===== config.mk =====
export PLATFORM = sky130hd
export DESIGN_NAME = memory_size_config_regs
export DESIGN_NICKNAME = d
export VERILOG_FILES = /design/src/common/mem_size_pkg.sv /design/src/rtl/memory_size_config_regs.sv
export SDC_FILE = /design/constraint.sdc
export NUM_CORES = 1
export LEC_CHECK = 0
export BUFFER_PORTS_ARGS = -buffer_cell sky130_fd_sc_hd__buf_4
export CAP_MARGIN = 20
export CORE_ASPECT_RATIO = 1.25
export CORE_MARGIN = 2
export CORE_UTILIZATION = 40
export DETAILED_ROUTE_END_ITERATION = 6
export GPL_TIMING_DRIVEN = 0
export PLACE_DENSITY = 0.76
export SYNTH_ARGS = -nofsm -noshare
export SYNTH_HDL_FRONTEND = slang
export SYNTH_SLANG_ARGS = --single-unit

===== constraint.sdc =====
create_clock -name clk -period 1.6 [get_ports clk]
set_input_delay 0.4 -clock clk [delete_from_list [all_inputs] [get_ports clk]]
set_output_delay 0.4 -clock clk [all_outputs]
set_load 0.005 [all_outputs]

===== src/common/mem_size_pkg.sv =====
package mem_size_pkg;
  localparam int ADDR_W = 16;
  localparam int DATA_W = 8;
  localparam logic [15:0] MEMORY_SIZE_SELECT_ADDR = 16'hfff0;
  localparam logic [15:0] EXPANSION_RAM_SIZE_SELECT_ADDR = 16'hfff4;
  localparam logic [7:0] MEMORY_SIZE_SELECT_RESET = 8'hcf;
  localparam logic [7:0] EXPANSION_RAM_SIZE_SELECT_RESET = 8'h0c;
  // Field positions
  localparam int RAM_SEL_MSB = 7;
  localparam int RAM_SEL_LSB = 5;
  localparam int UNUSED_BIT = 4;
  localparam int ROM_SEL_MSB = 3;
  localparam int XRAM_SEL_MSB = 4;
  // Fast work memory codes
  localparam logic [2:0] RAM_CODE_512 = 3'h2;
  localparam logic [2:0] RAM_CODE_1024 = 3'h6;
  // Program store codes
  localparam logic [3:0] ROM_CODE_8K = 4'h2;
  localparam logic [3:0] ROM_CODE_16K = 4'h4;
  localparam logic [3:0] ROM_CODE_24K = 4'h6;
  localparam logic [3:0] ROM_CODE_32K = 4'h8;
  localparam logic [3:0] ROM_CODE_48K = 4'hc;
  localparam logic [3:0] ROM_CODE_60K = 4'hf;
  // Extra memory codes
  localparam logic [4:0] XRAM_CODE_NONE = 5'h0c;
  localparam logic [4:0] XRAM_CODE_1024 = 5'h0a;
  // Capacities in bytes
  localparam logic [16:0] KB = 17'h00400;
  localparam logic [16:0] ROM_BYTES_8K = 17'h02000;
  localparam logic [16:0] ROM_BYTES_16K = 17'h04000;
  localparam logic [16:0] ROM_BYTES_24K = 17'h06000;
  localparam logic [16:0] ROM_BYTES_32K = 17'h08000;
  localparam logic [16:0] ROM_BYTES_48K = 17'h0c000;
  localparam logic [16:0] ROM_BYTES_60K = 17'h0f000;
  localparam logic [10:0] RAM_BYTES_512 = 11'h200;
  localparam logic [10:0] RAM_BYTES_1024 = 11'h400;
  // High-speed RAM ends just below the special function area
  localparam logic [15:0] RAM_TOP = 16'hff00;
  localparam logic [15:0] XRAM_BASE = 16'hf400;
endpackage : mem_size_pkg


===== src/rtl/memory_size_config_regs.sv =====
// Behaviour
// - Reset loads memory size select 0xCF
// - Memory size select written whole byte, bit 4 always stored as 0
// - Bits 7:5 pick 512 or 1024 RAM
// - Bits 3:0 pick ROM size
// - Reset loads expansion size select 0x0C
// - Expansion size select keeps written bits 4:0, bits 7:5 stored as 0
// - Code 0x0A enables 1024 bytes expansion
`timescale 1ns/1ps
`default_nettype none
module memory_size_config_regs (
  // Clock and reset
  input wire logic clk,
  input wire logic rst_b,
  // Processor memory write / read
  input wire logic [mem_size_pkg::ADDR_W-1:0] addr,
  input wire logic wr_en,
  input wire logic rd_en,
  input wire logic [mem_size_pkg::DATA_W-1:0] wr_data,
  output logic [mem_size_pkg::DATA_W-1:0] rd_data,
  output logic rd_hit,
  // Address to classify
  input wire logic [mem_size_pkg::ADDR_W-1:0] probe_addr,
  // Decoder results
  output logic [16:0] rom_bytes,
  output logic [10:0] ram_bytes,
  output logic xram_en,
  output logic in_rom,
  output logic in_ram,
  output logic in_xram,
  output logic sel_illegal
);
  import mem_size_pkg::*;

  logic [7:0] memory_size_select_r;
  logic [7:0] expansion_ram_size_select_r;
  logic [16:0] rom_nxt;
  logic [10:0] ram_nxt;
  logic illegal_nxt;
  logic xram_nxt;
  // Access strobes, one per register and direction
  logic msel_wr;
  logic xsel_wr;
  logic msel_rd;
  logic xsel_rd;
  // Named fields of the two select registers
  logic fast_work_memory_size_bit2;
  logic fast_work_memory_size_bit1;
  logic fast_work_memory_size_bit0;
  logic program_store_size_bit3;
  logic program_store_size_bit2;
  logic program_store_size_bit1;
  logic program_store_size_bit0;
  logic extra_memory_size_bit4;
  logic extra_memory_size_bit3;
  logic extra_memory_size_bit2;
  logic extra_memory_size_bit1;
  logic extra_memory_size_bit0;
  // Per-field prohibited-code flags
  logic rom_bad;
  logic ram_bad;
  logic xram_bad;
  // Probe windows
  logic [15:0] ram_base;
  logic [15:0] xram_top;
  logic rom_hit_nxt;
  logic ram_hit_nxt;
  logic xram_hit_nxt;

  assign msel_wr = wr_en && addr == MEMORY_SIZE_SELECT_ADDR;
  assign xsel_wr = wr_en && addr == EXPANSION_RAM_SIZE_SELECT_ADDR;
  assign msel_rd = rd_en && addr == MEMORY_SIZE_SELECT_ADDR;
  assign xsel_rd = rd_en && addr == EXPANSION_RAM_SIZE_SELECT_ADDR;

  assign {
    fast_work_memory_size_bit2,
    fast_work_memory_size_bit1,
    fast_work_memory_size_bit0
  } = memory_size_select_r[RAM_SEL_MSB:RAM_SEL_LSB];
  assign {
    program_store_size_bit3,
    program_store_size_bit2,
    program_store_size_bit1,
    program_store_size_bit0
  } = memory_size_select_r[ROM_SEL_MSB:0];
  assign {
    extra_memory_size_bit4,
    extra_memory_size_bit3,
    extra_memory_size_bit2,
    extra_memory_size_bit1,
    extra_memory_size_bit0
  } = expansion_ram_size_select_r[XRAM_SEL_MSB:0];

  // Whole-byte writes only; the processor has no narrower path here
  always_ff @(posedge clk or negedge rst_b) begin
    if (!rst_b) begin
      memory_size_select_r <= MEMORY_SIZE_SELECT_RESET;
    end else if (msel_wr) begin
      memory_size_select_r <= wr_data;
      memory_size_select_r[UNUSED_BIT] <= 1'b0;
    end
  end

  always_ff @(posedge clk or negedge rst_b) begin
    if (!rst_b) begin
      expansion_ram_size_select_r <= EXPANSION_RAM_SIZE_SELECT_RESET;
    end else if (xsel_wr) begin
      expansion_ram_size_select_r <= {3'h0, wr_data[XRAM_SEL_MSB:0]};
    end
  end

  always_ff @(posedge clk or negedge rst_b) begin
    if (!rst_b) begin
      rd_data <= 8'h00;
      rd_hit <= 1'b0;
    end else begin
      rd_hit <= 1'b0;
      rd_data <= 8'h00;
      if (msel_rd) begin
        rd_data <= memory_size_select_r;
        rd_hit <= 1'b1;
      end else if (xsel_rd) begin
        rd_data <= expansion_ram_size_select_r;
        rd_hit <= 1'b1;
      end
    end
  end

  // Prohibited codes fall back to the largest size and raise a flag
  always_comb begin
    rom_bad = 1'b0;
    case ({
      program_store_size_bit3,
      program_store_size_bit2,
      program_store_size_bit1,
      program_store_size_bit0
    })
      ROM_CODE_8K: rom_nxt = ROM_BYTES_8K;
      ROM_CODE_16K: rom_nxt = ROM_BYTES_16K;
      ROM_CODE_24K: rom_nxt = ROM_BYTES_24K;
      ROM_CODE_32K: rom_nxt = ROM_BYTES_32K;
      ROM_CODE_48K: rom_nxt = ROM_BYTES_48K;
      ROM_CODE_60K: rom_nxt = ROM_BYTES_60K;
      default: begin
        rom_nxt = ROM_BYTES_60K;
        rom_bad = 1'b1;
      end
    endcase
  end

  always_comb begin
    ram_bad = 1'b0;
    case ({
      fast_work_memory_size_bit2,
      fast_work_memory_size_bit1,
      fast_work_memory_size_bit0
    })
      RAM_CODE_512: ram_nxt = RAM_BYTES_512;
      RAM_CODE_1024: ram_nxt = RAM_BYTES_1024;
      default: begin
        ram_nxt = RAM_BYTES_1024;
        ram_bad = 1'b1;
      end
    endcase
  end

  // Only the none and 1024-byte codes are legal; any other code keeps it off
  always_comb begin
    xram_nxt = 1'b0;
    xram_bad = 1'b0;
    case ({
      extra_memory_size_bit4,
      extra_memory_size_bit3,
      extra_memory_size_bit2,
      extra_memory_size_bit1,
      extra_memory_size_bit0
    })
      XRAM_CODE_1024: xram_nxt = 1'b1;
      XRAM_CODE_NONE: xram_nxt = 1'b0;
      default: xram_bad = 1'b1;
    endcase
  end

  assign illegal_nxt = rom_bad || ram_bad || xram_bad;

  always_ff @(posedge clk or negedge rst_b) begin
    if (!rst_b) begin
      rom_bytes <= ROM_BYTES_60K;
      ram_bytes <= RAM_BYTES_1024;
      xram_en <= 1'b0;
      sel_illegal <= 1'b0;
    end else begin
      rom_bytes <= rom_nxt;
      ram_bytes <= ram_nxt;
      xram_en <= xram_nxt;
      sel_illegal <= illegal_nxt;
    end
  end

  // Windows follow the stored codes, in step with the size outputs
  always_comb begin
    ram_base = RAM_TOP - 16'(ram_nxt);
    xram_top = XRAM_BASE + 16'(KB);
    rom_hit_nxt = {1'b0, probe_addr} < rom_nxt;
    ram_hit_nxt = probe_addr < RAM_TOP && probe_addr >= ram_base;
    xram_hit_nxt = xram_nxt && probe_addr >= XRAM_BASE && probe_addr < xram_top;
  end

  // Registered classification, one cycle behind probe_addr
  always_ff @(posedge clk or negedge rst_b) begin
    if (!rst_b) begin
      in_rom <= 1'b0;
      in_ram <= 1'b0;
      in_xram <= 1'b0;
    end else begin
      in_rom <= rom_hit_nxt;
      in_ram <= ram_hit_nxt;
      in_xram <= xram_hit_nxt;
    end
  end
endmodule : memory_size_config_regs
`default_nettype wire


==> flow_summary.json <==
{
  "wl_mm": 3.10,
  "cts_buffers": 5,
  "placed_area_sq_um": 2180,
  "insertion_delay_ns": 0.28,
  "power_density_nw_per_um2": 733,
  "ios": 86,
  "clockRootBuffer": "clkbuf_8",
  "grt_pass1_wl_mm": 4.87,
  "finalMaxSlewViolations": 0,
  "yosysSeqAreaShare": 0.514,
  "area_growth_pct": 48.0,
  "drc_errors": 0,
  "seqPwrFrac": 0.472,
  "design_area_sq_um": 2350,
  "grt_usage": 0.150,
  "dieHeight_um": 74.5,
  "cp_max_fo": 3,
  "cp-start-kind": "flip-flop",
  "ys_ff_latch": 32,
  "tritoncts": "done",
  "arrival_ns": 1.83,
  "drt-pass1-iter-count": 3,
  "clkPwrFrac": 0.429,
  "fin_skew_ns": 0.00494,
  "syn_inst": 131,
  "status": "finished, violations left",
  "fin_crit_ns": 1.66,
  "io_buffers": 54,
  "avgSynthCellArea_sq_um": 12.1,
  "hp-class": "in -> async",
  "clk_path_buf_depth": 2,
  "vias_per_cell": 4.28,
  "final_nets": 269,
  "p_int_w": 0.00138,
  "finalWorstSetupSlack_ns": -0.0611,
  "fp.dieArea_sq_um": 4500,
  "preCtsSetupSlack_ns": -0.168,
  "end_kind": "flip-flop",
  "fmax_mhz": 602,
  "comb_power_share": 0.099,
  "switching_power_w": 0.000346,
  "ys_warn_count": 0,
  "place_congestion": 0.758,
  "fin_crit_sh": 1.04,
  "post_drt_wl_per_cell_um": 11.3,
  "n_antenna_cell": 0,
  "grt_pass1_vias": 1159,
  "drive_above_1_share": 0.584,
  "overflow": 0,
  "crit_required_ns": 1.77,
  "max_cap_violations": 0,
  "grt_max_degree": 33,
  "htreeDepth": 2,
  "vias": 1177,
  "yosysUniqueCellTypes": 37,
  "leakagePower_nw": 1.25,
  "clkTransAtPathRegs_ns": 0.06,
  "cts_num_sinks": 32,
  "setup_viol": 1,
  "violations": "negative setup slack",
  "vdd_drop_max_mv": 0.358,
  "crit_type": "reg -> reg",
  "dpl.hpwl_mm": 2.37,
  "antenna_found_initial": 0,
  "drt_iter0_drc": 41,
  "power.total_w": 0.00172,
  "syn_area_sq_um": 1590,
  "num_rows": 25,
  "switching_share": 0.201,
  "rsz0062_at_grt": "true",
  "die_x_um": 60.4,
  "start_util": 0.420,
  "drtAntennaViolNets": 0,
  "coreArea_sq_um": 3780,
  "hold_viol_final": 0
}
[final cells by class]
| cell class | instances | area [sq um] |
|---|---|---|
| fillers | 316 | 1430 |
| flip-flops and latches | 32 | 817 |
| multi-input cells | 89 | 679 |
| repair buffers | 61 | 458 |
| plain buffers | 25 | 199 |
| clock buffers | 6 | 72.6 |
| well taps | 54 | 67.6 |
| clock inverters | 2 | 35.0 |
| inverters | 6 | 22.5 |
[what timing repair did]
item / in CTS / in global routing
gates cloned: 0 / 0
hold buffers: 0 / 0
pin swaps: 2 / 0
setup buffers: 6 / 1
endpoints found under the setup margin: 2 / 2
resized for setup: 3 / 1
[cell usage after synthesis, drive strengths merged]
master,instances,area [sq um]
nand4,2,12.5
mux2i,4,40.0
nand4b,3,47.5
and3,1,6.26
nor3b,5,37.5
nor3,4,20.0
a211oi,1,7.51
dfrtp,19,475
nor2,7,26.3
and2,1,6.26
xnor2,1,8.76
dfstp,13,342
or3b,1,8.76
nand3b,2,18.8
nor4,2,27.5
nand3,3,20.0
a21oi,2,10.0
a211o,1,8.76
ha,5,62.6
o21ai,1,5.00
clkbuf,2,7.51
a21o,3,22.5
o21a,1,7.51
buf,23,170
and3b,1,8.76
xor2,1,8.76
nand2,3,11.3
mux2,12,135
inv,6,22.5
conb,1,3.75
[worst max-delay path, cell delays in order (launching register included)]
cell and delay [ns]:
dfstp_2 0.52, or3b_4 0.39, inv_2 0.07, ha_1 0.22
a21o_1 0.18, a21oi_2 0.12, nor3_1 0.06
[placed cells by master (no fill, tap or decap), types with 2 or more instances in the layout]
cell	n
ha_1	5
buf_4	83
mux2_2	11
nor3b_1	5
dfrtp_1	19
nor3_1	2
mux2i_1	4
inv_1	5
nand2_1	3
nand4_1	2
conb_1	22
nor3_2	2
clkbuf_8	6
nor2_1	7
a21o_1	3
nand3_1	2
dfstp_2	13
[power groups by stage]
stage | sequential, W | clock [W] | combinational [W]
after floorplan | 0.000826 | 0 | 0.0000747
after global placement | 0.000826 | 0 | 0.000166
after detailed placement | 0.000826 | 0 | 0.000168
after CTS | 0.000812 | 0.000765 | 0.000170
after global routing | 0.000812 | 0.000804 | 0.000189
final | 0.000813 | 0.000739 | 0.000171
[registers in the layout (all words and copies together) (netlist names)]
register                     cells
sel_illegal                      1
rd_hit                           1
memory_size_select_r             7
xram_en                          1
in_ram                           1
in_xram                          1
in_rom                           1
ram_bytes                        2
rd_data                          8
expansion_ram_size_select_r      5
rom_bytes                        4
[cell families (layout without fill, tap and decap cells)]
| kind of cell | count (synthesis) | in the layout | synth area share |
|---|---|---|---|
| AOI/OAI and AO/OA | 9 | 9 | 0.0386 |
| xor gates and xnor gates | 2 | 2 | 0.0110 |
| adders and majority gates | 5 | 5 | 0.0394 |
| buffers and inverters | 31 | 100 | 0.126 |
| DFF | 32 | 32 | 0.514 |
| muxes | 16 | 16 | 0.110 |
| other | 1 | 22 | 0.00236 |
| and+or+nand+nor | 35 | 35 | 0.158 |
[path summary, 6_finish.rpt]
check	startpoint	to	slack, ns	cells after the start
min in group clk	wr_data[3]	expansion_ram_size_select_r[3]	0.34	2
worst max-delay path	memory_size_select_r[6]	in_ram	-0.06	6
max in group asynchronous	rst_b	memory_size_select_r[6]	1.24	1
worst max register to register	memory_size_select_r[6]	in_ram	-0.06	6
worst min-delay path	rst_b	rd_data[2]	0.04	1
worst min register to register	memory_size_select_r[7]	rd_data[7]	0.53	1
[stage by stage]
step / instances / hold slack [ns] / util / TNS [ns]
after floorplan: 152 / 0.104 / - / 0
after global placement: 260 / 0.351 / 0.575 / -1.49
after detailed placement: 260 / 0.350 / 0.575 / -1.87
after CTS: 274 / 0.0413 / 0.619 / -0.0772
after global routing: 275 / 0.0614 / 0.621 / -0.199
final: 275 / 0.0410 / 0.621 / -0.0611
[routing by layer]
metal / vias up / global-route usage / wire [um]
met1: 532 / 0.149 / 1140
met5: - / 0 / 0
met4: 0 / 0.0519 / 29
met2: 55 / 0.279 / 1660
met3: 4 / 0.0557 / 267
li1: 586 / - / -
No activity file was read; power rests on OpenSTA's default activity.
